===== src/ccp_pkg.sv =====
/*
 * Shared constants and types for the charge-cycle and power-path control block:
 * register offsets, field positions, reset values, timing counts, state and
 * carrier types. Assumes a single 10 MHz clock domain.
 */
package ccp_pkg;

   // Timing
   localparam int unsigned CLK_PERIOD_NS  = 100;
   localparam int unsigned INT_PULSE_NS   = 256_000;
   localparam int unsigned INT_PULSE_CYC  = INT_PULSE_NS / CLK_PERIOD_NS;
   localparam int unsigned THR_STEP_NS    = 1_000;
   localparam int unsigned THR_STEP_CYC   = THR_STEP_NS / CLK_PERIOD_NS;
   localparam int unsigned BLINK_HALF_NS  = 500_000_000;
   localparam int unsigned BLINK_HALF_CYC = BLINK_HALF_NS / CLK_PERIOD_NS;

   typedef logic [3:0] ccp_addr_t;
   typedef logic [7:0] ccp_byte_t;

   // Register offsets
   localparam ccp_addr_t REG_INLIM   = 4'h0;
   localparam ccp_addr_t REG_PWRCFG  = 4'h1;
   localparam ccp_addr_t REG_FASTCUR = 4'h2;
   localparam ccp_addr_t REG_PRETERM = 4'h3;
   localparam ccp_addr_t REG_CHGVOLT = 4'h4;
   localparam ccp_addr_t REG_TERMTMR = 4'h5;
   localparam ccp_addr_t REG_MISCOP  = 4'h7;
   localparam ccp_addr_t REG_STATUS  = 4'h8;
   localparam ccp_addr_t REG_FAULT   = 4'h9;
   localparam ccp_addr_t REG_PATH    = 4'hA;

   // Field positions
   localparam int unsigned ILIM_LSB      = 0;
   localparam int unsigned VLIM_LSB      = 3;
   localparam int unsigned CHG_CFG_LSB   = 4;
   localparam int unsigned FAST_LSB      = 2;
   localparam int unsigned LOWCUR_BIT    = 0;
   localparam int unsigned PRE_LSB       = 4;
   localparam int unsigned TERM_LSB      = 0;
   localparam int unsigned VREG_LSB      = 2;
   localparam int unsigned RECHG_BIT     = 0;
   localparam int unsigned TERM_EN_BIT   = 7;
   localparam int unsigned FORCE_OFF_BIT = 5;
   localparam int unsigned PHASE_LSB     = 4;
   localparam int unsigned PWRMGT_BIT    = 3;
   localparam int unsigned THERM_BIT     = 1;
   localparam int unsigned SUPP_BIT      = 0;
   localparam int unsigned BATSW_BIT     = 1;

   // Reset values
   localparam ccp_byte_t RST_INLIM   = 8'h30;
   localparam ccp_byte_t RST_PWRCFG  = 8'h1B;
   localparam ccp_byte_t RST_FASTCUR = 8'h60;
   localparam ccp_byte_t RST_PRETERM = 8'h11;
   localparam ccp_byte_t RST_CHGVOLT = 8'hB2;
   localparam ccp_byte_t RST_TERMTMR = 8'h9A;
   localparam ccp_byte_t RST_MISCOP  = 8'h4B;

   localparam logic [1:0] CFG_CHG_EN = 2'b01;
   localparam logic [5:0] THR_MAX    = 6'h3F;

   // Charge phase codes
   localparam logic [1:0] PH_DIS  = 2'b00;
   localparam logic [1:0] PH_PRE  = 2'b01;
   localparam logic [1:0] PH_FAST = 2'b10;
   localparam logic [1:0] PH_DONE = 2'b11;

   typedef enum logic [4:0] {
      ST_OFF  = 5'b00001,
      ST_PRE  = 5'b00010,
      ST_FAST = 5'b00100,
      ST_DONE = 5'b01000,
      ST_SUSP = 5'b10000
   } ccp_state_t;

   typedef enum logic [1:0] {
      SRC_FIXED = 2'b00,
      SRC_PRE   = 2'b01,
      SRC_FAST  = 2'b10
   } ccp_src_t;

   // Comparator flags from the analog side
   typedef struct packed {
      logic in_over_cur;
      logic in_under_volt;
      logic thermal_reg;
      logic sys_below_bat;
      logic bat_below_deplete;
      logic bat_below_2v;
      logic bat_below_3v;
      logic bat_above_rechg;
      logic cur_below_term;
      logic conv_run;
      logic timer_fault;
      logic ts_a_cold;
      logic ts_a_warm;
      logic ts_a_hot;
      logic ts_b_cold;
      logic ts_b_warm;
      logic ts_b_hot;
   } ccp_sense_t;

   // Settings handed to the analog loops
   typedef struct packed {
      logic [2:0] in_cur_lim;
      logic [3:0] in_volt_lim;
      logic [5:0] fast_cur;
      logic [3:0] pre_cur;
      logic [3:0] term_cur;
      logic [5:0] chg_volt;
      logic       rechg_sel;
      logic       low_cur;
   } ccp_limits_t;

endpackage

===== src/ccp_charge_ctrl.sv =====
/*
 * Charge-cycle and power-path control: input power management back-off,
 * supplement mode, charge state machine, status pin, status and fault
 * registers, interrupt pulse. Assumes comparator flags and the charge enable
 * pin arrive asynchronously, and a register port on the same 10 MHz clock.
 */
// Our own choices: the register offsets and the plain strobed port.
// Overview of operation
// - Overload is over-current or under-voltage on input
// - Lower charge current while input stays overloaded
// - Zero current, overload, low system: enter supplement
// - Power management status bit follows either regulation
// - Leave supplement when battery is depleted
// - Charge field resets to the enable code
// - Default charge settings load at reset
// - Start only with all enable conditions met
// - Terminate on low current above recharge level
// - Restart charging when battery drops below recharge
// - Status pin low charging, high idle, blinks faulted
// - Phase field reports disabled, pre, fast, done
// - Termination reports done and raises interrupt
// - Pick charge current by battery voltage at start
// - Regulation suspends termination and halves timer rate
// - Thermistor window gates start, suspend and resume
// - Thermistor fault recorded, interrupt, status pin shows
// - After done switch off, supplement still allowed
// - Termination skipped while its enable is zero
// - Every interrupt is one 256 us pulse; an event inside a pulse restarts it
module ccp_charge_ctrl
   import ccp_pkg::*;
#(
   parameter int unsigned BLINK_CYC = BLINK_HALF_CYC,
   parameter int unsigned STEP_CYC  = THR_STEP_CYC,
   parameter int unsigned PULSE_CYC = INT_PULSE_CYC
) (
   // Clock and reset
   input  wire logic        mclk_in,
   input  wire logic        rst_in,
   // Register port
   input  wire ccp_addr_t   addr_in,
   input  wire ccp_byte_t   wdata_in,
   input  wire logic        wr_in,
   input  wire logic        rd_in,
   output ccp_byte_t        rdata_out,
   // Analog comparator flags and charge enable pin, asynchronous
   input  wire ccp_sense_t  sense_in,
   input  wire logic        chg_en_n_in,
   // Settings and controls toward the analog loops
   output ccp_limits_t      limits_out,
   output ccp_src_t         chg_src_out,
   output logic [5:0]       throttle_out,
   output logic             bat_sw_on_out,
   output logic             timer_half_out,
   output logic             timer_restart_out,
   // Open-drain status pin and interrupt
   output logic             stat_out,
   output logic             stat_oe_out,
   output logic             int_out
);
   localparam int unsigned SW = $clog2(STEP_CYC + 1);
   localparam int unsigned BW = $clog2(BLINK_CYC + 1);

   ccp_sense_t  s_m_r;
   ccp_sense_t  s_r;
   logic        ce_n_m_r;
   logic        ce_n_r;
   ccp_byte_t   inlim_r;
   ccp_byte_t   pwrcfg_r;
   ccp_byte_t   fastcur_r;
   ccp_byte_t   preterm_r;
   ccp_byte_t   chgvolt_r;
   ccp_byte_t   termtmr_r;
   ccp_byte_t   miscop_r;
   ccp_byte_t   rdata_r;
   ccp_byte_t   rd_nxt;
   ccp_state_t  st_r;
   ccp_state_t  st_nxt;
   ccp_src_t    src_r;
   logic [5:0]  thr_r;
   logic [SW-1:0] step_cnt_r;
   logic        step_r;
   logic [BW-1:0] blink_cnt_r;
   logic        blink_r;
   logic        supp_r;
   logic        bat_sw_r;
   logic        half_r;
   logic        restart_r;
   logic        stat_low_r;
   logic [2:0]  fault_r;
   logic        tf_d_r;
   logic        evt_r;
   logic        ovl;
   logic [1:0]  chg_field;
   logic        force_off;
   logic        enabled;
   logic        ts_start_ok;
   logic        ts_run_bad;
   logic        start_ok;
   logic        charging;
   logic        term_ok;
   logic        cycle_start;
   logic        enter_susp;
   logic        enter_done;
   logic        fault_halt;
   logic        rd_fault;

   function automatic ccp_state_t pick_state(input ccp_sense_t s);
      pick_state = s.bat_below_3v ? ST_PRE : ST_FAST;
   endfunction

   function automatic ccp_src_t pick_src(input ccp_sense_t s);
      if (s.bat_below_2v) begin
         pick_src = SRC_FIXED;
      end else if (s.bat_below_3v) begin
         pick_src = SRC_PRE;
      end else begin
         pick_src = SRC_FAST;
      end
   endfunction

   function automatic logic [1:0] phase_of(input ccp_state_t st);
      case (st)
         ST_PRE:  phase_of = PH_PRE;
         ST_FAST: phase_of = PH_FAST;
         ST_DONE: phase_of = PH_DONE;
         default: phase_of = PH_DIS;
      endcase
   endfunction

   // Pin and comparator synchronisers
   always_ff @(posedge mclk_in) begin
      if (rst_in) begin
         s_m_r    <= '0;
         s_r      <= '0;
         ce_n_m_r <= 1'b1;
         ce_n_r   <= 1'b1;
      end else begin
         s_m_r    <= sense_in;
         s_r      <= s_m_r;
         ce_n_m_r <= chg_en_n_in;
         ce_n_r   <= ce_n_m_r;
      end
   end

   // Writable registers
   always_ff @(posedge mclk_in) begin
      if (rst_in) begin
         inlim_r   <= RST_INLIM;
         pwrcfg_r  <= RST_PWRCFG;
         fastcur_r <= RST_FASTCUR;
         preterm_r <= RST_PRETERM;
         chgvolt_r <= RST_CHGVOLT;
         termtmr_r <= RST_TERMTMR;
         miscop_r  <= RST_MISCOP;
      end else if (wr_in) begin
         case (addr_in)
            REG_INLIM:   inlim_r   <= wdata_in;
            REG_PWRCFG:  pwrcfg_r  <= wdata_in;
            REG_FASTCUR: fastcur_r <= wdata_in;
            REG_PRETERM: preterm_r <= wdata_in;
            REG_CHGVOLT: chgvolt_r <= wdata_in;
            REG_TERMTMR: termtmr_r <= wdata_in;
            REG_MISCOP:  miscop_r  <= wdata_in;
            default: ;
         endcase
      end
   end

   assign limits_out.in_cur_lim  = inlim_r[ILIM_LSB +: 3];
   assign limits_out.in_volt_lim = inlim_r[VLIM_LSB +: 4];
   assign limits_out.fast_cur    = fastcur_r[FAST_LSB +: 6];
   assign limits_out.pre_cur     = preterm_r[PRE_LSB +: 4];
   assign limits_out.term_cur    = preterm_r[TERM_LSB +: 4];
   assign limits_out.chg_volt    = chgvolt_r[VREG_LSB +: 6];
   assign limits_out.rechg_sel   = chgvolt_r[RECHG_BIT];
   assign limits_out.low_cur     = fastcur_r[LOWCUR_BIT];

   // Start and run conditions
   assign ovl         = s_r.in_over_cur | s_r.in_under_volt;
   assign chg_field   = pwrcfg_r[CHG_CFG_LSB +: 2];
   assign force_off   = miscop_r[FORCE_OFF_BIT];
   assign enabled     = s_r.conv_run & (chg_field == CFG_CHG_EN) & ~ce_n_r
                        & ~s_r.timer_fault & ~force_off;
   assign ts_start_ok = ~(s_r.ts_a_cold | s_r.ts_a_warm | s_r.ts_b_cold | s_r.ts_b_warm);
   assign ts_run_bad  = s_r.ts_a_cold | s_r.ts_a_hot | s_r.ts_b_cold | s_r.ts_b_hot;
   assign start_ok    = enabled & ts_start_ok;
   assign charging    = (st_r == ST_PRE) || (st_r == ST_FAST);
   // Regulation hides the real current, so termination would fire falsely
   assign term_ok     = termtmr_r[TERM_EN_BIT] & ~ovl & ~s_r.thermal_reg
                        & s_r.cur_below_term & s_r.bat_above_rechg;

   // Charge cycle state machine
   always_comb begin
      st_nxt = st_r;
      case (st_r)
         ST_OFF: begin
            if (start_ok) begin
               st_nxt = pick_state(s_r);
            end
         end
         ST_PRE, ST_FAST: begin
            if (!enabled) begin
               st_nxt = ST_OFF;
            end else if (ts_run_bad) begin
               st_nxt = ST_SUSP;
            end else if (term_ok) begin
               st_nxt = ST_DONE;
            end else if (st_r == ST_PRE && !s_r.bat_below_3v) begin
               st_nxt = ST_FAST;
            end
         end
         ST_SUSP: begin
            if (!enabled) begin
               st_nxt = ST_OFF;
            end else if (ts_start_ok) begin
               st_nxt = pick_state(s_r);
            end
         end
         ST_DONE: begin
            if (!enabled) begin
               st_nxt = ST_OFF;
            end else if (!s_r.bat_above_rechg && ts_start_ok) begin
               st_nxt = pick_state(s_r);
            end
         end
         default: st_nxt = ST_OFF;
      endcase
   end

   assign cycle_start = !charging && (st_nxt == ST_PRE || st_nxt == ST_FAST);
   assign enter_susp  = (st_r != ST_SUSP) && (st_nxt == ST_SUSP);
   assign enter_done  = (st_r != ST_DONE) && (st_nxt == ST_DONE);

   always_ff @(posedge mclk_in) begin
      if (rst_in) begin
         st_r      <= ST_OFF;
         src_r     <= SRC_FIXED;
         restart_r <= 1'b0;
      end else begin
         st_r      <= st_nxt;
         restart_r <= cycle_start;
         if (cycle_start) begin
            src_r <= pick_src(s_r);
         end else if (st_r == ST_PRE && st_nxt == ST_FAST) begin
            src_r <= SRC_FAST;
         end
      end
   end

   // Back-off step enable
   always_ff @(posedge mclk_in) begin
      if (rst_in) begin
         step_cnt_r <= '0;
         step_r     <= 1'b0;
      end else begin
         step_r <= (step_cnt_r == SW'(STEP_CYC - 1));
         if (step_cnt_r == SW'(STEP_CYC - 1)) begin
            step_cnt_r <= '0;
         end else begin
            step_cnt_r <= step_cnt_r + 1'b1;
         end
      end
   end

   // Charge current ceiling walks down under overload, back up when clear
   always_ff @(posedge mclk_in) begin
      if (rst_in) begin
         thr_r <= THR_MAX;
      end else if (step_r) begin
         if (ovl && thr_r != 6'h00) begin
            thr_r <= thr_r - 6'h01;
         end else if (!ovl && thr_r != THR_MAX) begin
            thr_r <= thr_r + 6'h01;
         end
      end
   end

   // Supplement mode; depletion wins so a flat battery is never drained
   always_ff @(posedge mclk_in) begin
      if (rst_in) begin
         supp_r <= 1'b0;
      end else if (s_r.bat_below_deplete) begin
         supp_r <= 1'b0;
      end else if (thr_r == 6'h00 && ovl && s_r.sys_below_bat) begin
         supp_r <= 1'b1;
      end
   end

   always_ff @(posedge mclk_in) begin
      if (rst_in) begin
         bat_sw_r <= 1'b0;
         half_r   <= 1'b0;
      end else begin
         bat_sw_r <= ~force_off & (charging | supp_r);
         half_r   <= charging & (ovl | s_r.thermal_reg);
      end
   end

   // Status pin blink divider
   always_ff @(posedge mclk_in) begin
      if (rst_in) begin
         blink_cnt_r <= '0;
         blink_r     <= 1'b0;
      end else if (blink_cnt_r == BW'(BLINK_CYC - 1)) begin
         blink_cnt_r <= '0;
         blink_r     <= ~blink_r;
      end else begin
         blink_cnt_r <= blink_cnt_r + 1'b1;
      end
   end

   assign fault_halt = (st_r == ST_SUSP)
                       | (s_r.timer_fault & (chg_field == CFG_CHG_EN) & ~ce_n_r);

   always_ff @(posedge mclk_in) begin
      if (rst_in) begin
         stat_low_r <= 1'b0;
      end else begin
         stat_low_r <= charging | (fault_halt & blink_r);
      end
   end

   // Thermistor fault record; a new fault beats a read-clear
   assign rd_fault = rd_in && (addr_in == REG_FAULT);

   always_ff @(posedge mclk_in) begin
      if (rst_in) begin
         fault_r <= 3'b000;
         tf_d_r  <= 1'b0;
         evt_r   <= 1'b0;
      end else begin
         fault_r <= (rd_fault ? 3'b000 : fault_r)
                    | (enter_susp ? {s_r.ts_b_cold | s_r.ts_b_hot, s_r.ts_a_hot, s_r.ts_a_cold}
                                  : 3'b000);
         tf_d_r  <= s_r.timer_fault;
         evt_r   <= enter_done | enter_susp | (s_r.timer_fault & ~tf_d_r);
      end
   end

   ccp_int_pulse #(
      .PULSE_CYC (PULSE_CYC)
   ) u_int (
      .mclk_in   (mclk_in),
      .rst_in    (rst_in),
      .evt_in    (evt_r),
      .pulse_out (int_out)
   );

   // Read path: data stands only in the cycle after the strobe
   always_comb begin
      rd_nxt = 8'h00;
      case (addr_in)
         REG_INLIM:   rd_nxt = inlim_r;
         REG_PWRCFG:  rd_nxt = pwrcfg_r;
         REG_FASTCUR: rd_nxt = fastcur_r;
         REG_PRETERM: rd_nxt = preterm_r;
         REG_CHGVOLT: rd_nxt = chgvolt_r;
         REG_TERMTMR: rd_nxt = termtmr_r;
         REG_MISCOP:  rd_nxt = miscop_r;
         REG_STATUS: begin
            rd_nxt[PHASE_LSB +: 2] = phase_of(st_r);
            rd_nxt[PWRMGT_BIT]     = ovl;
            rd_nxt[THERM_BIT]      = s_r.thermal_reg;
         end
         REG_FAULT:   rd_nxt = {5'b00000, fault_r};
         REG_PATH: begin
            rd_nxt[SUPP_BIT]  = supp_r;
            rd_nxt[BATSW_BIT] = bat_sw_r;
         end
         default: rd_nxt = 8'h00;
      endcase
   end

   always_ff @(posedge mclk_in) begin
      if (rst_in) begin
         rdata_r <= 8'h00;
      end else begin
         rdata_r <= rd_in ? rd_nxt : 8'h00;
      end
   end

   assign rdata_out         = rdata_r;
   assign chg_src_out       = src_r;
   assign throttle_out      = thr_r;
   assign bat_sw_on_out     = bat_sw_r;
   assign timer_half_out    = half_r;
   assign timer_restart_out = restart_r;
   assign stat_out          = 1'b0;
   assign stat_oe_out       = stat_low_r;
endmodule


===== src/ccp_int_pulse.sv =====
/*
 * Interrupt pulse stretcher: turns a one-cycle event into a fixed-length pulse.
 * Assumes events come from logic on the same clock.
 */
module ccp_int_pulse
   import ccp_pkg::*;
#(
   parameter int unsigned PULSE_CYC = INT_PULSE_CYC
) (
   // Clock and reset
   input  wire logic mclk_in,
   input  wire logic rst_in,
   // Event in, pulse out
   input  wire logic evt_in,
   output logic      pulse_out
);
   localparam int unsigned CW = $clog2(PULSE_CYC + 1);

   logic [CW-1:0] cnt_r;
   logic          pulse_r;
   logic [15:0]   hi_r;

   // A new event restarts the pulse; events inside one merge
   always_ff @(posedge mclk_in) begin
      if (rst_in) begin
         cnt_r   <= '0;
         pulse_r <= 1'b0;
      end else if (evt_in) begin
         cnt_r   <= CW'(PULSE_CYC);
         pulse_r <= 1'b1;
      end else begin
         if (cnt_r != '0) begin
            cnt_r <= cnt_r - 1'b1;
         end
         pulse_r <= (cnt_r > CW'(1));
      end
   end

   assign pulse_out = pulse_r;

   always_ff @(posedge mclk_in) begin
      if (rst_in || !pulse_r) begin
         hi_r <= '0;
      end else if (hi_r != 16'hFFFF) begin
         hi_r <= hi_r + 16'h0001;
      end
   end
endmodule


===== config.mk =====
export PLATFORM = sky130hd
export DESIGN_NAME = ccp_charge_ctrl
export DESIGN_NICKNAME = d
export VERILOG_FILES = /design/src/ccp_pkg.sv /design/src/ccp_charge_ctrl.sv /design/src/ccp_int_pulse.sv
export SDC_FILE = /design/constraint.sdc
export NUM_CORES = 1
export LEC_CHECK = 0
export ABC_AREA = 0
export BUFFER_PORTS_ARGS = -buffer_cell sky130_fd_sc_hd__buf_2
export CORE_MARGIN = 2
export CORE_UTILIZATION = 40
export CTS_CLUSTER_DIAMETER = 50
export DETAILED_ROUTE_END_ITERATION = 10
export PLACE_DENSITY_LB_ADDON = 0.12
export SYNTH_ARGS = -nofsm -noshare
export SYNTH_HDL_FRONTEND = slang
export SYNTH_SLANG_ARGS = --single-unit
export TNS_END_PERCENT = 20

===== constraint.sdc =====
create_clock -name mclk_in -period 2.6 [get_ports mclk_in]
set_clock_uncertainty 0.05 [all_clocks]
set_input_delay 0.13 -clock mclk_in [delete_from_list [all_inputs] [get_ports mclk_in]]
set_output_delay 0.13 -clock mclk_in [all_outputs]
set_load 0.02 [all_outputs]

==> reports/summary.md <==
In the post-synthesis netlist, the cell with the most instances is dfxtp_1. TritonCTS built the clock tree. The tools report the max-slew violation count as 0.

By count the netlist is led by dfxtp_1, nor2_1, nand2_1, mux2i_1, nor2b_1. At the end of routability-driven placement, the weighted congestion stood at 0.863. Clock-pin slew was measured on the worst setup and hold paths at 0.07 ns. The area of the mapped netlist is 7220 sq um, and the post-placement setup slack is 0.121 ns. Following the worst setup path forward leads to its endpoint at throttle_out[5]. The synthesized area divided by synthesized cell count is 9.22 sq um. The number of flops mapped to enable cells by yosys works out to 0.

The average wire per standard cell is 15.7 um, and the maximum level of the CTS H-tree is 4. Counting I/O delays and the setup requirement, the final critical path takes 2.42 ns. For the worst setup path, the data arrival time is 2.74 ns. Maximum clock insertion buffer count: 2.

The fraction of final layout cells sized beyond drive strength 1 is 17.6%, and the total core area is 17800 sq um. The startpoint of the most critical setup path was throttle_out[3]. For the number of library cell types mapped by synthesis, the log shows 69.

In this run the vertical extent of the chip is 138 um. STA classifies the critical path endpoint as a register. For the area enclosed by the die boundary, the log shows 19100 sq um. For this run, the leading register cell type out of synthesis is dfxtp_1.

The aggregate global-route resource usage is 18.9%. The repair_antennas step left the layout with diodes totalling 0. Across all setup checks in the final design, the least slack found is 0.177 ns. Across the run, the number of max-cap violations was 0. Number of global-route vias before repair: 5645. The estimated wirelength of the detail-placed design came out at 12100 um. I/O pin count: 85. Setup repair after global routing left no endpoint under its margin. In this run the register-to-register setup slack is 0.18 ns. The count of buffers added on input and output ports is 83.

The routed via count divided by cell count is 5.14, and the count of TritonRoute iterations in the first routing pass is 6. The largest total area in the synthesized netlist belongs to dfxtp_1. The layout has 1705 filler cells.

At the pin with the least slew margin, the transition time is 0.712 ns. The count of cells along the worst register-to-register path is 10, and the number of antenna violations at the first check in global routing is 0. The synthesis-to-finish area growth was 18.5%; the pin count of the biggest net entering global routing was 52. The min-delay analysis places its worst path in the category input port to register.

STA classifies the critical path startpoint as a register. The logs give 17500 um for the total wire length after detailed routing and 917 for the total number of nets in the final design. In the finished design, the share of the clock period the worst path needs comes to 93.2%. First-iteration detailed-routing DRC count: 377. The critical path in this run is classified as register to register. The synthesized instance count came out at 783. The run gives 52.4% as the worst max-slew margin expressed relative to the limit.

The total congestion overflow came out at 0. The worst-case IR drop observed on VDD is 0.000582 V. In the post-synthesis netlist, the biggest area contributors are dfxtp_1, mux2i_1, nor2_1, nor2b_1, nand2_1. The origin of the critical flop-to-flop path was throttle_out[3]. The tools report the count of final setup violators as 0.

The highest achievable clock rate was 413 MHz; the share of the synthesized area in the top cell type was 45.8%. The detailed router placed 5729 vias in this run. Once detail routing completed, the nets flagged for antenna violations numbered 0. After synthesis, the share of flip-flops with an asynchronous set or reset is 0%.

The run gives 3.56 nW as the leakage power. The CTS sink count is 165, and the initial core utilization is 40.5%. Along the worst path, the maximum fanout reaches 6. The post-detailed-route DRC marker count is 0.

The number of synthesized register bits was 165. The tools report the first-pass GRT wire length as 29300 um. The tools report the clock root buffer as clkbuf_16. The number of clock buffers added by TritonCTS is 17. In this run the power density over the cells is 713 nW/um^2. The run gives 2.92 ns as the critical path required time. Adding up every negative setup slack in the final design gives 0 ns. At the later pin of the worst-skew pair, clock insertion delay measures 0.43 ns. The total count of hold-check failures in the final report came out at 0. The die width is 138 um, and the sequential element share of the synthesized area is 45.8%.

In this run the core area contains 49 standard-cell rows. The flow ran to the end, and the final reports show no timing, DRC or antenna violations. The capture point of the worst reg-to-reg path is throttle_out[5]. For the net count of the mapped netlist, the log shows 827. The Yosys warning count came out at 0.
-- kinds of logic (layout without fill, tap and decap cells) --
family / Yosys count / in the layout / synth area share (%)
AOI/OAI and AO/OA: 92 / 92 / 8.36
buffers and inverters: 71 / 173 / 5.60
and+or+nand+nor: 337 / 337 / 23.4
other: 1 / 1 / 0.0520
adders and majority gates: 10 / 10 / 1.84
xor gates and xnor gates: 37 / 37 / 4.49
muxes: 70 / 70 / 10.5
DFF: 165 / 165 / 45.8
-- placed cells by master (no fill, tap or decap), drive strengths merged, types with 3 or more instances in the layout --
| master | n |
|---|---|
| nand2 | 73 |
| a21oi | 28 |
| o21ai | 17 |
| mux2 | 3 |
| or3 | 4 |
| a211oi | 3 |
| dlygate4sd3 | 26 |
| nor2 | 109 |
| buf | 101 |
| nor3 | 22 |
| xor2 | 24 |
| nor2b | 44 |
| nand3 | 26 |
| o31ai | 4 |
| nand4 | 13 |
| nand3b | 3 |
| or4 | 6 |
| and3 | 9 |
| nor4 | 8 |
| xnor2 | 13 |
| mux2i | 63 |
| o22ai | 3 |
| clkinv | 3 |
| dfxtp | 165 |
| mux4 | 4 |
| a31oi | 4 |
| inv | 20 |
| clkbuf | 19 |
| o211ai | 11 |
| nand2b | 6 |
| ha | 9 |
| or2 | 4 |
-- through the flow --
step	area, sq um	utilization [%]	hold slack [ns]	total power (W)	cells
floorplan	7220	-	0.184	0.00341	783
global placement	7700	43.2	0.288	0.00359	1056
detailed placement	7700	43.2	0.277	0.00361	1056
CTS	8550	47.9	0.0153	0.00617	1113
global route	8550	47.9	0.0207	0.00642	1114
finish	8550	47.9	0.0390	0.00610	1114
-- repair_timing --
item                                    4_1_cts  5_1_grt
hold buffers                                 26        0
endpoints found under the hold margin        67        0
resized for setup                             0        1
endpoints found under the setup margin        0        1
setup buffers                                 0        1
-- worst min path at each step --
stage | startpoint | endpoint | slack, ns | cells past startpoint
floorplan | chg_en_n_in | ce_n_m_r | 0.18 | 1
global placement | sense_in[15] | s_m_r[15] | 0.29 | 2
global route | rd_in | rdata_out[6] | 0.02 | 3
CTS | rd_in | rdata_out[6] | 0.02 | 3
detailed placement | chg_en_n_in | ce_n_m_r | 0.28 | 2
finish | rd_in | rdata_out[6] | 0.04 | 3
-- layout make-up --
type | instances | area [sq um] | area share [%]
inverter | 15 | 56.3 | 0.658
multi-input combinational | 547 | 3510 | 41.0
tap | 229 | 287 | 3.35
clock buffer | 19 | 443 | 5.18
timing repair buffer | 127 | 813 | 9.51
clock inverter | 12 | 141 | 1.65
sequential | 165 | 3300 | 38.6
-- power by group --
| group | internal (W) | leakage, nW | switching (W) |
|---|---|---|---|
| registers | 0.00265 | 1.34 | 0.000104 |
| clock network | 0.00145 | 0.282 | 0.00106 |
| logic | 0.000367 | 1.93 | 0.000468 |
| total | 0.00447 | 3.56 | 0.00164 |
-- worst max-delay path, cell delays in order, from the launching register on --
cell	delay [ns]
dfxtp_1	0.37
nor4_4	0.28
nand2_1	0.09
nand2_2	0.09
inv_2	0.07
ha_1	0.30
a211oi_1	0.25
o21ai_1	0.12
and3_4	0.18
or4_1	0.46
nand3_1	0.09
-- layer usage --
| metal | vias up | global-route usage (%) | routed length (um) |
|---|---|---|---|
| met4 | 0 | 6.18 | 284 |
| met2 | 94 | 30.8 | 8490 |
| li1 | 2878 | - | - |
| met3 | 20 | 4.75 | 573 |
| met1 | 2737 | 24.7 | 8180 |
| met5 | - | 0 | 0 |
-- sequential cells by signal, summed over array words and instances, names as in the netlist, 2 cells and up --
register / count
st_r: 5
step_cnt_r: 4
throttle_out: 6
inlim_r: 8
fault_r: 3
fastcur_r: 8
pwrcfg_r: 8
chgvolt_r: 8
termtmr_r: 8
u_int.cnt_r: 12
chg_src_out: 2
s_r: 17
preterm_r: 8
rdata_out: 8
blink_cnt_r: 23
s_m_r: 17
miscop_r: 8
(Power assumes the default switching activity.)
